### src/core/ectm_params.svh
`ifndef ECTM_PARAMS_SVH
`define ECTM_PARAMS_SVH

// ************************************************************
// register indices (byte address = index * 4)
// ************************************************************
`define ECTM_IDX_TIMER_CTRL  6'h00
`define ECTM_IDX_COMMON      6'h01
`define ECTM_IDX_LOW_RELOAD  6'h04
`define ECTM_IDX_HIGH_RELOAD 6'h05
`define ECTM_IDX_LOW_CAP     6'h0A
`define ECTM_IDX_HIGH_CAP    6'h0B
`define ECTM_IDX_COUNT       6'h0C
`define ECTM_IDX_PORT_DATA   6'h10

// ************************************************************
// eight_bit_timer_control fields
// ************************************************************
`define ECTM_TC_EN       7
`define ECTM_TC_ONESHOT  6
`define ECTM_TC_TO_STS   5
`define ECTM_TC_CAP_STS  4
`define ECTM_TC_CAP_IE   2
`define ECTM_TC_TO_IE    1
`define ECTM_TC_AUX_SEL  0
`define ECTM_TC_WMASK    8'hC7

// ************************************************************
// common_function_control fields
// ************************************************************
`define ECTM_CF_MODE     7
`define ECTM_CF_SRC      6
`define ECTM_CF_SEL_HI   5
`define ECTM_CF_SEL_LO   4
`define ECTM_CF_INIT     1
`define ECTM_CF_WMASK    8'hF2

// ************************************************************
// reset values and timing
// ************************************************************
`define ECTM_TC_RST      8'h00
`define ECTM_CF_RST      8'h00
`define ECTM_RELOAD_RST  8'h00
`define ECTM_CAP_RST     8'h00
`define ECTM_PD_RST      2'h0
`define ECTM_TICK_DIV    8'h04

`endif

### src/core/ectm_pkg.sv
package ectm_pkg;

  // ************************************************************
  // timer sequencer states, gray along idle -> wait -> run
  // ************************************************************
  typedef enum logic [1:0] {
    ECTM_IDLE = 2'b00,
    ECTM_WAIT = 2'b01,
    ECTM_RUN  = 2'b11
  } ectm_state_t;

  // ************************************************************
  // state of the pin synchroniser
  // ************************************************************
  typedef struct packed {
    logic s1;
    logic s2;
    logic s3;
  } ectm_sync_t;

  // ************************************************************
  // state of the timer core
  // ************************************************************
  typedef struct packed {
    logic [7:0]  tc;
    logic [7:0]  common;
    logic [7:0]  low_rel;
    logic [7:0]  high_rel;
    logic [7:0]  low_cap;
    logic [7:0]  high_cap;
    logic [7:0]  cnt;
    logic [1:0]  pd;
    ectm_state_t st;
    logic        out;
    logic        first;
    logic [7:0]  div;
    logic [31:0] prdata;
    logic        pready;
    logic        pslverr;
    logic        aux_pin;
    logic        route_pin;
    logic        to_irq;
    logic        cap_irq;
  } ectm_core_t;

endpackage : ectm_pkg

### src/core/ectm_pin_sync.sv
`timescale 1ns/1ps
module ectm_pin_sync
  import ectm_pkg::*;
(
  // clock and reset
  input  wire logic pclk,
  input  wire logic presetn,
  // asynchronous pin
  input  wire logic pin,
  // edge pulses on pclk
  output logic      rise,
  output logic      fall
);

  ectm_sync_t q;
  ectm_sync_t d;

  // ************************************************************
  // two-flop synchroniser plus one flop for edge history
  // ************************************************************
  always_comb begin
    d    = q;
    d.s1 = pin;
    d.s2 = q.s1;
    d.s3 = q.s2;
  end

  always_ff @(posedge pclk or negedge presetn) begin
    if (!presetn) begin
      q <= '0;
    end else begin
      q <= d;
    end
  end

  // edges come only from the settled flops, never from s1
  assign rise = q.s2 & ~q.s3;
  assign fall = ~q.s2 & q.s3;

endmodule : ectm_pin_sync

### src/core/ectm_timer_top.sv
`timescale 1ns/1ps
`include "ectm_params.svh"
// Behaviour
// - capture stores raise capture interrupt when its enable is set
// - timeout raises timeout interrupt when its enable is set
// - aux select puts port data or counter output on port3 line4
// - common bit 7 picks transmit (0, default) or demodulation (1)
// - common bit 6 routes line6 output, or picks demod input pin
// - bits 5:4 pick output combine logic or demod edge polarity
// - on enable, output takes initial bit; low or high reload loads
// - one-shot counts to zero, stops, toggles, sets timeout status
// - continuous toggles each terminal; first raises nothing; reloads by output
// - reload writes accepted any time, used at next load
// - initial count zero wraps to FF and keeps counting down
// - the zero to FF wrap is no timeout
// - demod waits for first qualifying edge before counting
// - later qualifying edges capture the complemented count
module ectm_timer_top
  import ectm_pkg::*;
(
  // apb slave
  input  wire logic        pclk,
  input  wire logic        presetn,
  input  wire logic        psel,
  input  wire logic        penable,
  input  wire logic        pwrite,
  input  wire logic [7:0]  paddr,
  input  wire logic [31:0] pwdata,
  output logic      [31:0] prdata,
  output logic             pready,
  output logic             pslverr,
  // demodulation input pins
  input  wire logic        port3_line1,
  input  wire logic        port2_line0,
  // output of the sixteen-bit counter, same clock
  input  wire logic        sixteen_bit_counter_out,
  // output pins and interrupts
  output logic             port3_line4,
  output logic             port3_line6,
  output logic             timeout_irq,
  output logic             capture_irq
);

  localparam ectm_core_t CORE_RST = '{
    tc:        `ECTM_TC_RST,     common:    `ECTM_CF_RST,
    low_rel:   `ECTM_RELOAD_RST, high_rel:  `ECTM_RELOAD_RST,
    low_cap:   `ECTM_CAP_RST,    high_cap:  `ECTM_CAP_RST,
    cnt:       8'h00,            pd:        `ECTM_PD_RST,
    st:        ECTM_IDLE,        out:       1'b0,
    first:     1'b0,             div:       8'h00,
    prdata:    32'h0000_0000,    pready:    1'b0,
    pslverr:   1'b0,             aux_pin:   1'b0,
    route_pin: 1'b0,             to_irq:    1'b0,
    cap_irq:   1'b0
  };

  // ************************************************************
  // helper functions
  // ************************************************************
  function automatic logic [7:0] reload_pick(input logic lvl, input logic [7:0] lo,
                                             input logic [7:0] hi);
    return lvl ? hi : lo;
  endfunction : reload_pick
  function automatic logic combine(input logic a, input logic b, input logic [1:0] sel);
    case (sel)
      2'b00:   return a & b;
      2'b01:   return a | b;
      2'b10:   return ~(a | b);
      default: return ~(a & b);
    endcase
  endfunction : combine
  function automatic logic edge_hit(input logic r, input logic f, input logic [1:0] sel);
    case (sel)
      2'b00:   return f;
      2'b01:   return r;
      2'b10:   return r | f;
      default: return 1'b0;
    endcase
  endfunction : edge_hit
  function automatic logic idx_ok(input logic [7:0] a);
    logic [5:0] i;
    i = a[7:2];
    return (a[1:0] == 2'b00) &&
           (i == `ECTM_IDX_TIMER_CTRL || i == `ECTM_IDX_COMMON ||
            i == `ECTM_IDX_LOW_RELOAD || i == `ECTM_IDX_HIGH_RELOAD ||
            i == `ECTM_IDX_LOW_CAP || i == `ECTM_IDX_HIGH_CAP ||
            i == `ECTM_IDX_COUNT || i == `ECTM_IDX_PORT_DATA);
  endfunction : idx_ok

  // ************************************************************
  // pin synchronisers
  // ************************************************************
  logic line1_rise;
  logic line1_fall;
  logic line0_rise;
  logic line0_fall;

  ectm_pin_sync u_sync_line1 (
    .pclk    (pclk),
    .presetn (presetn),
    .pin     (port3_line1),
    .rise    (line1_rise),
    .fall    (line1_fall)
  );

  ectm_pin_sync u_sync_line0 (
    .pclk    (pclk),
    .presetn (presetn),
    .pin     (port2_line0),
    .rise    (line0_rise),
    .fall    (line0_fall)
  );

  // ************************************************************
  // core state and next-state logic
  // ************************************************************
  ectm_core_t q;
  ectm_core_t d;
  logic       tick;
  logic       pin_rise;
  logic       pin_fall;
  logic       qual;
  logic       term_ev;
  logic       to_ev;
  logic       cap_ev;
  logic       apb_setup;
  logic       apb_wr;
  logic [7:0] rd;
  logic       demod;

  always_comb begin
    d        = q;
    tick     = 1'b0;
    term_ev  = 1'b0;
    to_ev    = 1'b0;
    cap_ev   = 1'b0;
    rd       = 8'h00;
    demod    = q.common[`ECTM_CF_MODE];
    // demod source pin and polarity select
    pin_rise = q.common[`ECTM_CF_SRC] ? line0_rise : line1_rise;
    pin_fall = q.common[`ECTM_CF_SRC] ? line0_fall : line1_fall;
    qual     = edge_hit(pin_rise, pin_fall,
                        q.common[`ECTM_CF_SEL_HI:`ECTM_CF_SEL_LO]);
    apb_setup = psel & ~penable;
    apb_wr    = psel & penable & q.pready & pwrite & ~q.pslverr;

    // counter clock enable; restarts with each enable so the first tick is a full period
    if (q.st == ECTM_IDLE || q.div == `ECTM_TICK_DIV - 8'h01) begin
      d.div = 8'h00;
      tick  = (q.st != ECTM_IDLE);
    end else begin
      d.div = q.div + 8'h01;
    end

    // sequencer; clearing enable stops it on the next edge
    if (!q.tc[`ECTM_TC_EN]) begin
      d.st = ECTM_IDLE;
    end else begin
      unique case (q.st)
        ECTM_IDLE: begin
          d.out   = q.common[`ECTM_CF_INIT];
          d.cnt   = reload_pick(q.common[`ECTM_CF_INIT], q.low_rel, q.high_rel);
          d.first = 1'b1;
          d.st    = demod ? ECTM_WAIT : ECTM_RUN;
        end
        ECTM_WAIT: begin
          if (qual) begin
            d.st = ECTM_RUN;
          end
        end
        ECTM_RUN: begin
          if (demod) begin
            if (qual) begin
              cap_ev = 1'b1;
              if (pin_rise) begin
                d.high_cap = ~q.cnt;
              end else begin
                d.low_cap = ~q.cnt;
              end
            end
            if (tick) begin
              d.cnt = q.cnt - 8'h01;
            end
          end else if (tick) begin
            if (q.cnt == 8'h01) begin
              // stepping 1 -> 0 is the terminal count
              term_ev = 1'b1;
              d.out   = ~q.out;
              if (q.tc[`ECTM_TC_ONESHOT]) begin
                d.cnt              = 8'h00;
                d.st               = ECTM_IDLE;
                d.tc[`ECTM_TC_EN]  = 1'b0;
                to_ev              = 1'b1;
              end else begin
                d.cnt   = reload_pick(~q.out, q.low_rel, q.high_rel);
                d.first = 1'b0;
                to_ev   = ~q.first;
              end
            end else begin
              // zero wraps to FF here and is not a timeout
              d.cnt = q.cnt - 8'h01;
            end
          end
        end
        default: d.st = ECTM_IDLE;
      endcase
    end

    // register writes; reloads only reach the counter at its next load
    if (apb_wr) begin
      unique case (paddr[7:2])
        `ECTM_IDX_TIMER_CTRL: begin
          d.tc = (pwdata[7:0] & `ECTM_TC_WMASK) |
                 (q.tc & ~pwdata[7:0] & ~`ECTM_TC_WMASK);
        end
        `ECTM_IDX_COMMON:      d.common   = pwdata[7:0] & `ECTM_CF_WMASK;
        `ECTM_IDX_LOW_RELOAD:  d.low_rel  = pwdata[7:0];
        `ECTM_IDX_HIGH_RELOAD: d.high_rel = pwdata[7:0];
        `ECTM_IDX_PORT_DATA:   d.pd       = pwdata[1:0];
        default: ;
      endcase
    end

    // status bits: hardware set beats a same-cycle software clear
    if (to_ev) begin
      d.tc[`ECTM_TC_TO_STS] = 1'b1;
    end
    if (cap_ev) begin
      d.tc[`ECTM_TC_CAP_STS] = 1'b1;
    end

    // interrupt and pin outputs, registered
    d.to_irq  = d.tc[`ECTM_TC_TO_STS] & d.tc[`ECTM_TC_TO_IE];
    d.cap_irq = d.tc[`ECTM_TC_CAP_STS] & d.tc[`ECTM_TC_CAP_IE];
    d.aux_pin   = d.tc[`ECTM_TC_AUX_SEL] ? d.out : d.pd[0];
    d.route_pin = (d.common[`ECTM_CF_SRC] & ~d.common[`ECTM_CF_MODE]) ?
                combine(d.out, sixteen_bit_counter_out,
                        d.common[`ECTM_CF_SEL_HI:`ECTM_CF_SEL_LO]) : d.pd[1];

    // apb: read data is sampled in setup so the access phase needs no wait state
    unique case (paddr[7:2])
      `ECTM_IDX_TIMER_CTRL:  rd = q.tc;
      `ECTM_IDX_COMMON:      rd = q.common;
      `ECTM_IDX_LOW_RELOAD:  rd = q.low_rel;
      `ECTM_IDX_HIGH_RELOAD: rd = q.high_rel;
      `ECTM_IDX_LOW_CAP:     rd = q.low_cap;
      `ECTM_IDX_HIGH_CAP:    rd = q.high_cap;
      `ECTM_IDX_COUNT:       rd = q.cnt;
      `ECTM_IDX_PORT_DATA:   rd = {6'h00, q.pd};
      default:               rd = 8'h00;
    endcase
    d.pready  = apb_setup;
    d.pslverr = apb_setup & ~idx_ok(paddr);
    if (apb_setup) begin
      d.prdata = idx_ok(paddr) ? {24'h00_0000, rd} : 32'h0000_0000;
    end
  end

  // all control state starts at its default
  always_ff @(posedge pclk or negedge presetn) begin
    if (!presetn) begin
      q <= CORE_RST;
    end else begin
      q <= d;
    end
  end

  assign prdata      = q.prdata;
  assign pready      = q.pready;
  assign pslverr     = q.pslverr;
  assign port3_line4 = q.aux_pin;
  assign port3_line6 = q.route_pin;
  assign timeout_irq = q.to_irq;
  assign capture_irq = q.cap_irq;
endmodule : ectm_timer_top

### config.mk
export PLATFORM = sky130hd
export DESIGN_NAME = ectm_timer_top
export DESIGN_NICKNAME = d
export VERILOG_FILES = /design/src/core/ectm_pkg.sv /design/src/core/ectm_pin_sync.sv /design/src/core/ectm_timer_top.sv
export VERILOG_INCLUDE_DIRS = /design/src /design/src/core
export SDC_FILE = /design/constraint.sdc
export NUM_CORES = 1
export LEC_CHECK = 0
export ABC_CLOCK_PERIOD_IN_PS = 2400
export BUFFER_PORTS_ARGS = -buffer_cell sky130_fd_sc_hd__buf_2
export CELL_PAD_IN_SITES_DETAIL_PLACEMENT = 1
export CELL_PAD_IN_SITES_GLOBAL_PLACEMENT = 2
export CORE_MARGIN = 1.5
export CORE_UTILIZATION = 32
export DETAILED_ROUTE_END_ITERATION = 16
export PLACE_DENSITY_LB_ADDON = 0.1
export SETUP_SLACK_MARGIN = 0.5
export SYNTH_ARGS = -nofsm -noshare
export SYNTH_HDL_FRONTEND = slang
export SYNTH_SLANG_ARGS = --single-unit
### constraint.sdc
create_clock -name pclk -period 2.4 [get_ports pclk]
set_input_delay 0.24 -clock pclk [delete_from_list [all_inputs] [get_ports pclk]]
set_output_delay 0.24 -clock pclk [all_outputs]
set_load 0.05 [all_outputs]
After elaboration in Yosys (flattened, before gate mapping)
Index checks and enable logic that the tools add are counted.
{ "op_classes": {"n_addsub": 2, "eq_ne": 24, "n_lt_le_gt_ge": 0, "n_shift": 0, "n_reduce_logical": 25, "mux": 54, "div": 0, "multipliers": 0, "n_bitwise": 33} }
{ "op_table": {"columns": ["op", "count"], "rows": [
  ["8-bit two-way mux", 13],
  ["8-bit one-hot mux with 8 select lines", 1],
  ["32-bit two-way mux", 1],
  ["1-bit two-way mux", 24],
  ["6-bit by 4-bit equality test with 1-bit output (second input constant)", 3],
  ["8-bit one-hot mux with 2 select lines", 1],
  ["3-bit != test (second input constant)", 5],
  ["5-bit AND reduction", 3],
  ["1-bit bitwise AND", 14],
  ["2-bit two-way mux", 7],
  ["1-bit NOT", 13],
  ["6-bit by 3-bit equality test with 1-bit output (second input constant)", 2],
  ["4-bit two-way mux", 3],
  ["8-bit by 1-bit adder with 8-bit output (second input constant)", 1],
  ["8-bit by 1-bit equality test with 1-bit output (second input constant)", 1],
  ["8-bit by 2-bit equality test with 1-bit output (second input constant)", 1],
  ["2-bit zero test", 4],
  ["1-bit logical OR", 8],
  ["2-bit != test (second input constant)", 4],
  ["8-bit NOT", 1],
  ["8-bit by 6-bit OR with 8-bit output", 1],
  ["2-bit AND reduction", 4],
  ["8-bit by 1-bit subtractor with 8-bit output (second input constant)", 1],
  ["6-bit bitwise AND", 1],
  ["other kinds (14)", 21]
]} }
{ "totals": {"latchBits": 0, "rom_bits": 0, "n_memories": 0, "output_inout_bits": 38, "regBits": 111, "input_bits": 48, "ram_bits": 0} }

Longest topological paths before layout
Gate-level depths: netlist (run 1).
{ "logic_depth": {"word_depth": 12, "mapped_depth": 9, "depth_no_buf": 8} }

Hierarchy
A second synthesis (run 1) with hierarchy kept.
{ "hier_totals": {"cells_unflattened": 482, "hier_area_um2": 4820.9} }
{ "modules_own_cells": {"columns": ["module", "instances", "seq_area_each_um2", "area_per_inst_um2", "cells_each"], "rows": [
  ["ectm_timer_top", 1, 2026.9, 4640.7, 472],
  ["ectm_pin_sync", 2, 75.1, 90.1, 5]
]} }

Least setup slack after synthesis (run 1)
OpenSTA, ideal clock, no wires.
{ "synth_timing": {"path_type": "register -> register", "startpoint": "register q[48] (netlist name)", "endpoint": "register q, in the netlist port3_line6", "stages_incl_launch_ff": 9, "path_buffers": 0, "arrival_ps": 2088, "required_time_ps": 2275, "period_less_slack_ps": 2212, "path_slack_ps": 188, "cell_sequence": "dfrtp_1 inv_1 ha_1 nor4b_2 a41oi_2 a211oi_4 mux2i_1 mux2_2 mux2_2"} }
{ "synth_rtl": {"columns": ["item", "line_no", "source"], "rows": [
  ["start, declared", "ectm_timer_top.sv:117", "ectm_core_t q;"],
  ["start signal, assigned", "ectm_timer_top.sv:262", "q <= CORE_RST;"],
  ["start signal, assigned", "ectm_timer_top.sv:264", "q <= d;"]
]} }

==> results of run 1 <==
==> routing by layer <==
layer | vias to the layer above | track usage
met5 | - | 0
met4 | 0 | 0.0475
met3 | 12 | 0.0381
met2 | 80 | 0.325
met1 | 1913 | 0.267
li1 | 1764 | -
==> logic make-up after synthesis <==
kind of cell,Yosys count,share of synthesized area
adders and majority gates,8,0.0209
DFF,87,0.455
other,1,0.000784
xor gates and xnor gates,10,0.0183
buffers and inverters,71,0.0887
and+or+nand+nor,134,0.153
muxes,56,0.126
AOI/OAI and AO/OA,93,0.136
==> repair_timing <==
item | CTS | global route
hold endpoints to repair | 51 | 0
setup buffers | 20 | 14
hold buffers | 3 | 0
resized for setup | 41 | 48
setup endpoints to repair | 21 | 24
cloned | 1 | 0
pin swaps | 16 | 18
==> cells in the mapped netlist, drive strengths merged (7+ instances only) <==
master	number
clkbuf	10
and3	7
ha	8
nand3	15
inv	23
nand2	47
dfrtp	87
mux2	35
nor3	7
nor2	31
a21oi	13
xor2	7
buf	38
a222oi	9
o21ai	31
mux2i	21
==> critical path, stage by stage, from the launching register on <==
cell and delay, ns:
dfrtp_1 0.39, inv_2 0.09, ha_4 0.14, nor4b_4 0.23
buf_4 0.16, and4_4 0.25, a211oi_4 0.06, buf_6 0.14
mux2i_1 0.11, mux2_4 0.27, mux2_2 0.25
==> worst max-delay path by stage <==
stage	to	start	slack, ns	cells past startpoint
2_1_floorplan	port3_line6	q[48]	0.32	8
3_3_place_gp	port3_line6	q[53]	0.17	8
3_5_place_dp	port3_line6	q[48]	0.12	8
4_1_cts	port3_line6	q[42]	0.15	6
5_1_grt	port3_line6	q[53]	0.13	10
6_report	port3_line6	q[53]	0.21	10
==> layout make-up <==
type	count	area share
repair buffers	102	0.125
flip-flops and latches	87	0.355
multi-input cells	325	0.422
clock buffers	10	0.0388
clock inverters	6	0.00712
inverters	23	0.0140
well taps	184	0.0374
==> registers in the layout (all words and copies together) (netlist names) <==
name	flops
timeout_irq	1
u_sync_line0.d	2
pready	1
port3_line4	1
demod	1
capture_irq	1
pslverr	1
port3_line6	1
u_sync_line0.q	1
u_sync_line1.d	2
q	66
prdata	8
u_sync_line1.q	1
==> power breakdown <==
| part | leakage (nW) | total (mW) | switching [mW] | internal (mW) |
|---|---|---|---|---|
| Sequential | 1.16 | 1.74 | 0.142 | 1.60 |
| Clock | 0.139 | 1.36 | 0.625 | 0.734 |
| Combinational | 1.61 | 3.10 | 1.61 | 1.49 |
==> through the flow <==
step	hold slack, ns	worst slack, ns	instance area, um2
after floorplan	-0.0556	0.318	4920
after global placement	0.338	0.168	5200
after detailed placement	0.350	0.116	5200
after CTS	0.123	0.151	5840
after global routing	0.144	0.130	6150
final	0.134	0.211	6150
==> results.py, run 1 <==
metrics = {
    "floorplanning": {
        "start_util": 0.329,
        "rows": 44,
        "fp.dieArea_um2": 15700,
        "chipWidth_um": 125,
        "core-area_um2": 14500,
        "die_h_um": 125,
        "io_pins": 86,
    },
    "timing": {
        "finalCritPeriodShare": 0.912,
        "max_freq_mhz": 457,
        "maxSlewHeadroom": 0.533,
        "finalSetupViolCount": 0,
        "fin_setup_tns_ns": 0,
        "grt_setup_unrepaired": "yes",
        "finalCriticalPeriod_ns": 2.19,
        "worstMarginPinSlew_ns": 0.701,
        "hold_viol": 0,
        "skew_ns": 0.0103,
        "slew_violations": 0,
    },
    "layout": {
        "utilization": 0.423,
        "multi_input_area_um2": 2600,
        "layout-drive-gt1-share": 0.391,
        "fillCellCount": 1629,
        "diodes": 0,
        "layout_common_cells": "83 x dfrtp_1, 48 x buf_4, 39 x nand2_1",
        "seqCellArea_um2": 2180,
        "final_common_cell": "dfrtp_1",
        "area_growth_pct": 28.7,
        "final_cells": 737,
        "finalNetCount": 604,
    },
    "route": {
        "vias_per_cell": 5.11,
        "wirelength_met1_um": 7060,
        "wl_met3_um": 487,
        "wl_per_cell_um": 20.2,
        "ant_nets": 0,
        "drt_iter0_drc": 201,
        "drt_wl_total_um": 14900,
        "met2WireLength_um": 7160,
        "drc": 0,
        "vias": 3769,
        "dr.max_layer_used": "met4",
        "dr.pass1.iters": 5,
    },
    "logic_synthesis": {
        "synth_flop_cell": "dfrtp_1",
        "synth_area_leaders": "dfrtp_1 46%, mux2_2 8.2%, buf_4 5.2%",
        "yosysWarnings": 0,
        "yosysTopAreaCellShare": 0.455,
        "synth_cell_types": 61,
        "netlist_area_um2": 4780,
        "syn_avg_cell_area_um2": 10.4,
        "postSynthCellCount": 460,
        "async_reset_ff_frac": 1.00,
        "seq_area_frac_synth": 0.455,
        "synth_edf_count": 0,
        "synth_area_leader_cell": "dfrtp_1",
        "yosys_register_bits": 87,
    },
    "setup_path": {
        "r2r_start": "q[53]",
        "reg2regPathDepth": 10,
        "crit_arrival_ns": 2.43,
        "r2r_slack_ns": 0.21,
        "criticalPathCategory": "reg -> reg",
        "crit_fanout": 3,
        "r2r-end": "port3_line6",
        "end_kind": "register",
        "startpoint_type": "register",
        "cp_data_required_time_ns": 2.64,
    },
    "clock_tree": {
        "clockBufferDepth": 2,
        "cts_tree": "yes",
        "htreeDepth": 3,
        "clkLatencyLatePin_ns": 0.35,
        "clock_sinks": 87,
        "clk_transition_reported_paths_ns": 0.07,
        "cts_root_buffer": "clkbuf_16",
        "cts_made_buffers": 9,
    },
    "placement": {
        "port_buffers": 37,
        "dpl.hpwl_um": 10600,
        "dp.cells": 683,
        "routabilityCongestion": 0.791,
    },
    "global_routing": {
        "grt_pass1_vias": 3916,
        "grt_pass1_wl_um": 23400,
        "grt_overflow": 0,
        "antenna_found_initial": 0,
        "track_usage": 0.197,
        "grt_max_degree": 53,
    },
    "power": {
        "power.density_nw_per_um2": 1010,
        "finalPower_mw": 6.20,
        "vdd_ir_drop_max_uv": 424,
        "p_leak_nw": 2.91,
    },
    "run": {
        "max_cap_violations": 0,
    },
    "min_path": {
        "min_from": "pwdata[3]",
        "whs_endpoint": "q[103]",
        "worstHoldPathCells": 2,
        "hold_path_class": "in -> reg",
    },
    "status": {
        "outcome": "finished clean",
    },
}
No activity file was read; power rests on OpenSTA's default activity.
==> run 2, diff against run 1 <==
--- a/config.mk
+++ b/config.mk
@@ -10,7 +10,7 @@
 export BUFFER_PORTS_ARGS = -buffer_cell sky130_fd_sc_hd__buf_2
 export CELL_PAD_IN_SITES_DETAIL_PLACEMENT = 1
 export CELL_PAD_IN_SITES_GLOBAL_PLACEMENT = 2
-export CORE_MARGIN = 1.5
+export CORE_MARGIN = 8
 export CORE_UTILIZATION = 32
 export DETAILED_ROUTE_END_ITERATION = 16
 export PLACE_DENSITY_LB_ADDON = 0.1
==> run 2 against run 1 <==
Compared with the run above:
- worst setup slack better by 0.014 ns
- worst hold slack worse by 0.11 ns
- critical path depth is 2 lower
- sequential power about the same
- global-route usage fell by 3.5 points
==> results.py, run 2 (same netlist as run 1, synthesis figures left out) <==
metrics = {
    "status": {
        "outcome": "finished clean",
    },
    "setup_path": {
        "crit_arrival_ns": 2.41,
        "cp.buffers_inverters": 1,
        "cp_slowest_cell": "dfrtp_1",
        "path_cells": "inv_2, ha_4, and2b_2, and3_4, a211oi_4, mux2i_1, mux2_4, mux2_2",
        "cpLargestDelayFamily": "multiplexers",
        "startpoint_type": "register",
        "r2r-end": "port3_line6",
        "reg2regPathDepth": 8,
        "end_kind": "register",
        "r2r_start": "q[48]",
        "cp_data_required_time_ns": 2.63,
        "crit_fanout": 3,
        "r2r_slack_ns": 0.23,
        "criticalPathCategory": "reg -> reg",
        "cpPeakStageDelay_ns": 0.39,
    },
    "clock_tree": {
        "cts_made_buffers": 9,
        "clock_sinks": 87,
        "clkLatencyLatePin_ns": 0.35,
        "clockBufferDepth": 2,
        "htreeDepth": 3,
        "clk_transition_reported_paths_ns": 0.06,
        "cts_tree": "yes",
        "cts_root_buffer": "clkbuf_16",
    },
    "timing": {
        "fin_setup_tns_ns": 0,
        "finalCritPeriodShare": 0.906,
        "setup_ws_ns": 0.225,
        "worstMarginPinSlew_ns": 0.521,
        "hold_viol": 0,
        "finalSetupViolCount": 0,
        "grt_setup_unrepaired": "yes",
        "max_freq_mhz": 460,
        "maxSlewHeadroom": 0.653,
        "skew_ns": 0.00720,
        "slew_violations": 0,
        "finalCriticalPeriod_ns": 2.17,
    },
    "global_routing": {
        "antenna_found_initial": 0,
        "track_usage": 0.162,
        "grt_overflow": 0,
        "grt_pass1_vias": 4041,
        "grt_max_degree": 73,
        "grt_pass1_wl_um": 24100,
    },
    "power": {
        "p_leak_nw": 2.83,
        "vdd_ir_drop_max_uv": 500,
        "finalPower_mw": 6.01,
        "power.density_nw_per_um2": 1010,
    },
    "floorplanning": {
        "chipWidth_um": 138,
        "io_pins": 86,
        "rows": 44,
        "fp.dieArea_um2": 19100,
        "core-area_um2": 14600,
        "start_util": 0.328,
        "die_h_um": 138,
    },
    "placement": {
        "dp.cells": 681,
        "port_buffers": 37,
        "dp_slack_ns": 0.136,
        "dpl.hpwl_um": 11200,
        "routabilityCongestion": 0.777,
    },
    "layout": {
        "finalNetCount": 590,
        "largest_reg_flops": 66,
        "area_growth_pct": 24.8,
        "final_common_cell": "dfrtp_1",
        "layout-drive-gt1-share": 0.358,
        "final_cells": 723,
        "utilization": 0.409,
        "diodes": 0,
        "layout_common_cells": "84 x dfrtp_1, 44 x nand2_1, 40 x buf_4",
        "fillCellCount": 1619,
        "top_register": "q",
    },
    "min_path": {
        "whs_endpoint": "u_sync_line1.d[1]",
        "hold_path_class": "in -> reg",
        "min_from": "port3_line1",
        "worstHoldPathCells": 1,
    },
    "route": {
        "wl_per_cell_um": 21.0,
        "drt_iter0_drc": 274,
        "ant_nets": 0,
        "vias_per_cell": 5.17,
        "dr.pass1.iters": 6,
        "drt_wl_total_um": 15200,
        "vias": 3735,
        "drc": 0,
    },
    "run": {
        "max_cap_violations": 0,
    },
}
==> run 2: cell types whose count changed in the layout (fill, tap and decap cells not counted), sizes merged <==
| cell | previous run | this run |
|---|---|---|
| clkinv | 4 | 1 |
| clkinvlp | 1 | 0 |
| clkbuf | 10 | 11 |
| buf | 99 | 86 |
| dlygate4sd3 | 3 | 2 |
| bufinv | 0 | 3 |
==> run 2: power breakdown <==
| group | switching [mW] | total [mW] | internal, mW |
|---|---|---|---|
| logic | 1.43 | 2.62 | 1.20 |
| registers | 0.141 | 1.74 | 1.60 |
| clock network | 0.599 | 1.65 | 1.05 |
==> run 2: routing by layer <==
metal | GRT usage | wire (um)
met5 | 0 | 0
met4 | 0.0366 | 243
met3 | 0.0401 | 641
met2 | 0.279 | 7720
met1 | 0.198 | 6600
==> run 2: timing repair <==
item,4_1_cts,5_1_grt
setup buffers,13,10
endpoints found under the setup margin,21,25
cloned,1,0
hold buffers,2,0
hold endpoints to repair,16,0
pin swaps,14,20
resized for setup,36,29
==> run 2: area by class of cell <==
class,count,area (um2),area share
Clock buffer,11,243,0.0407
Clock inverter,5,104,0.0174
Inverter,23,86.3,0.0145
Multi-Input combinational cell,325,2510,0.420
Sequential cell,87,2180,0.365
Tap cell,184,230,0.0386
Timing Repair Buffer,88,616,0.103
==> run 2: worst max-delay path by stage <==
stage / startpoint / end / slack (ns) / cells past startpoint
after floorplan: q[48] / port3_line6 / 0.32 / 8
after global placement: q[48] / port3_line6 / 0.16 / 8
after detailed placement: q[48] / port3_line6 / 0.14 / 8
after CTS: q[48] / port3_line6 / 0.16 / 8
after global routing: q[48] / port3_line6 / 0.13 / 8
final: q[48] / port3_line6 / 0.23 / 8
==> run 2: stage by stage <==
step,instance area [um2],hold WS (ns)
after global placement,5200,0.123
after CTS,5790,0.0235
final,5970,0.0226
after detailed placement,5200,0.127
after global routing,5970,0.0132
after floorplan,4920,-0.0556
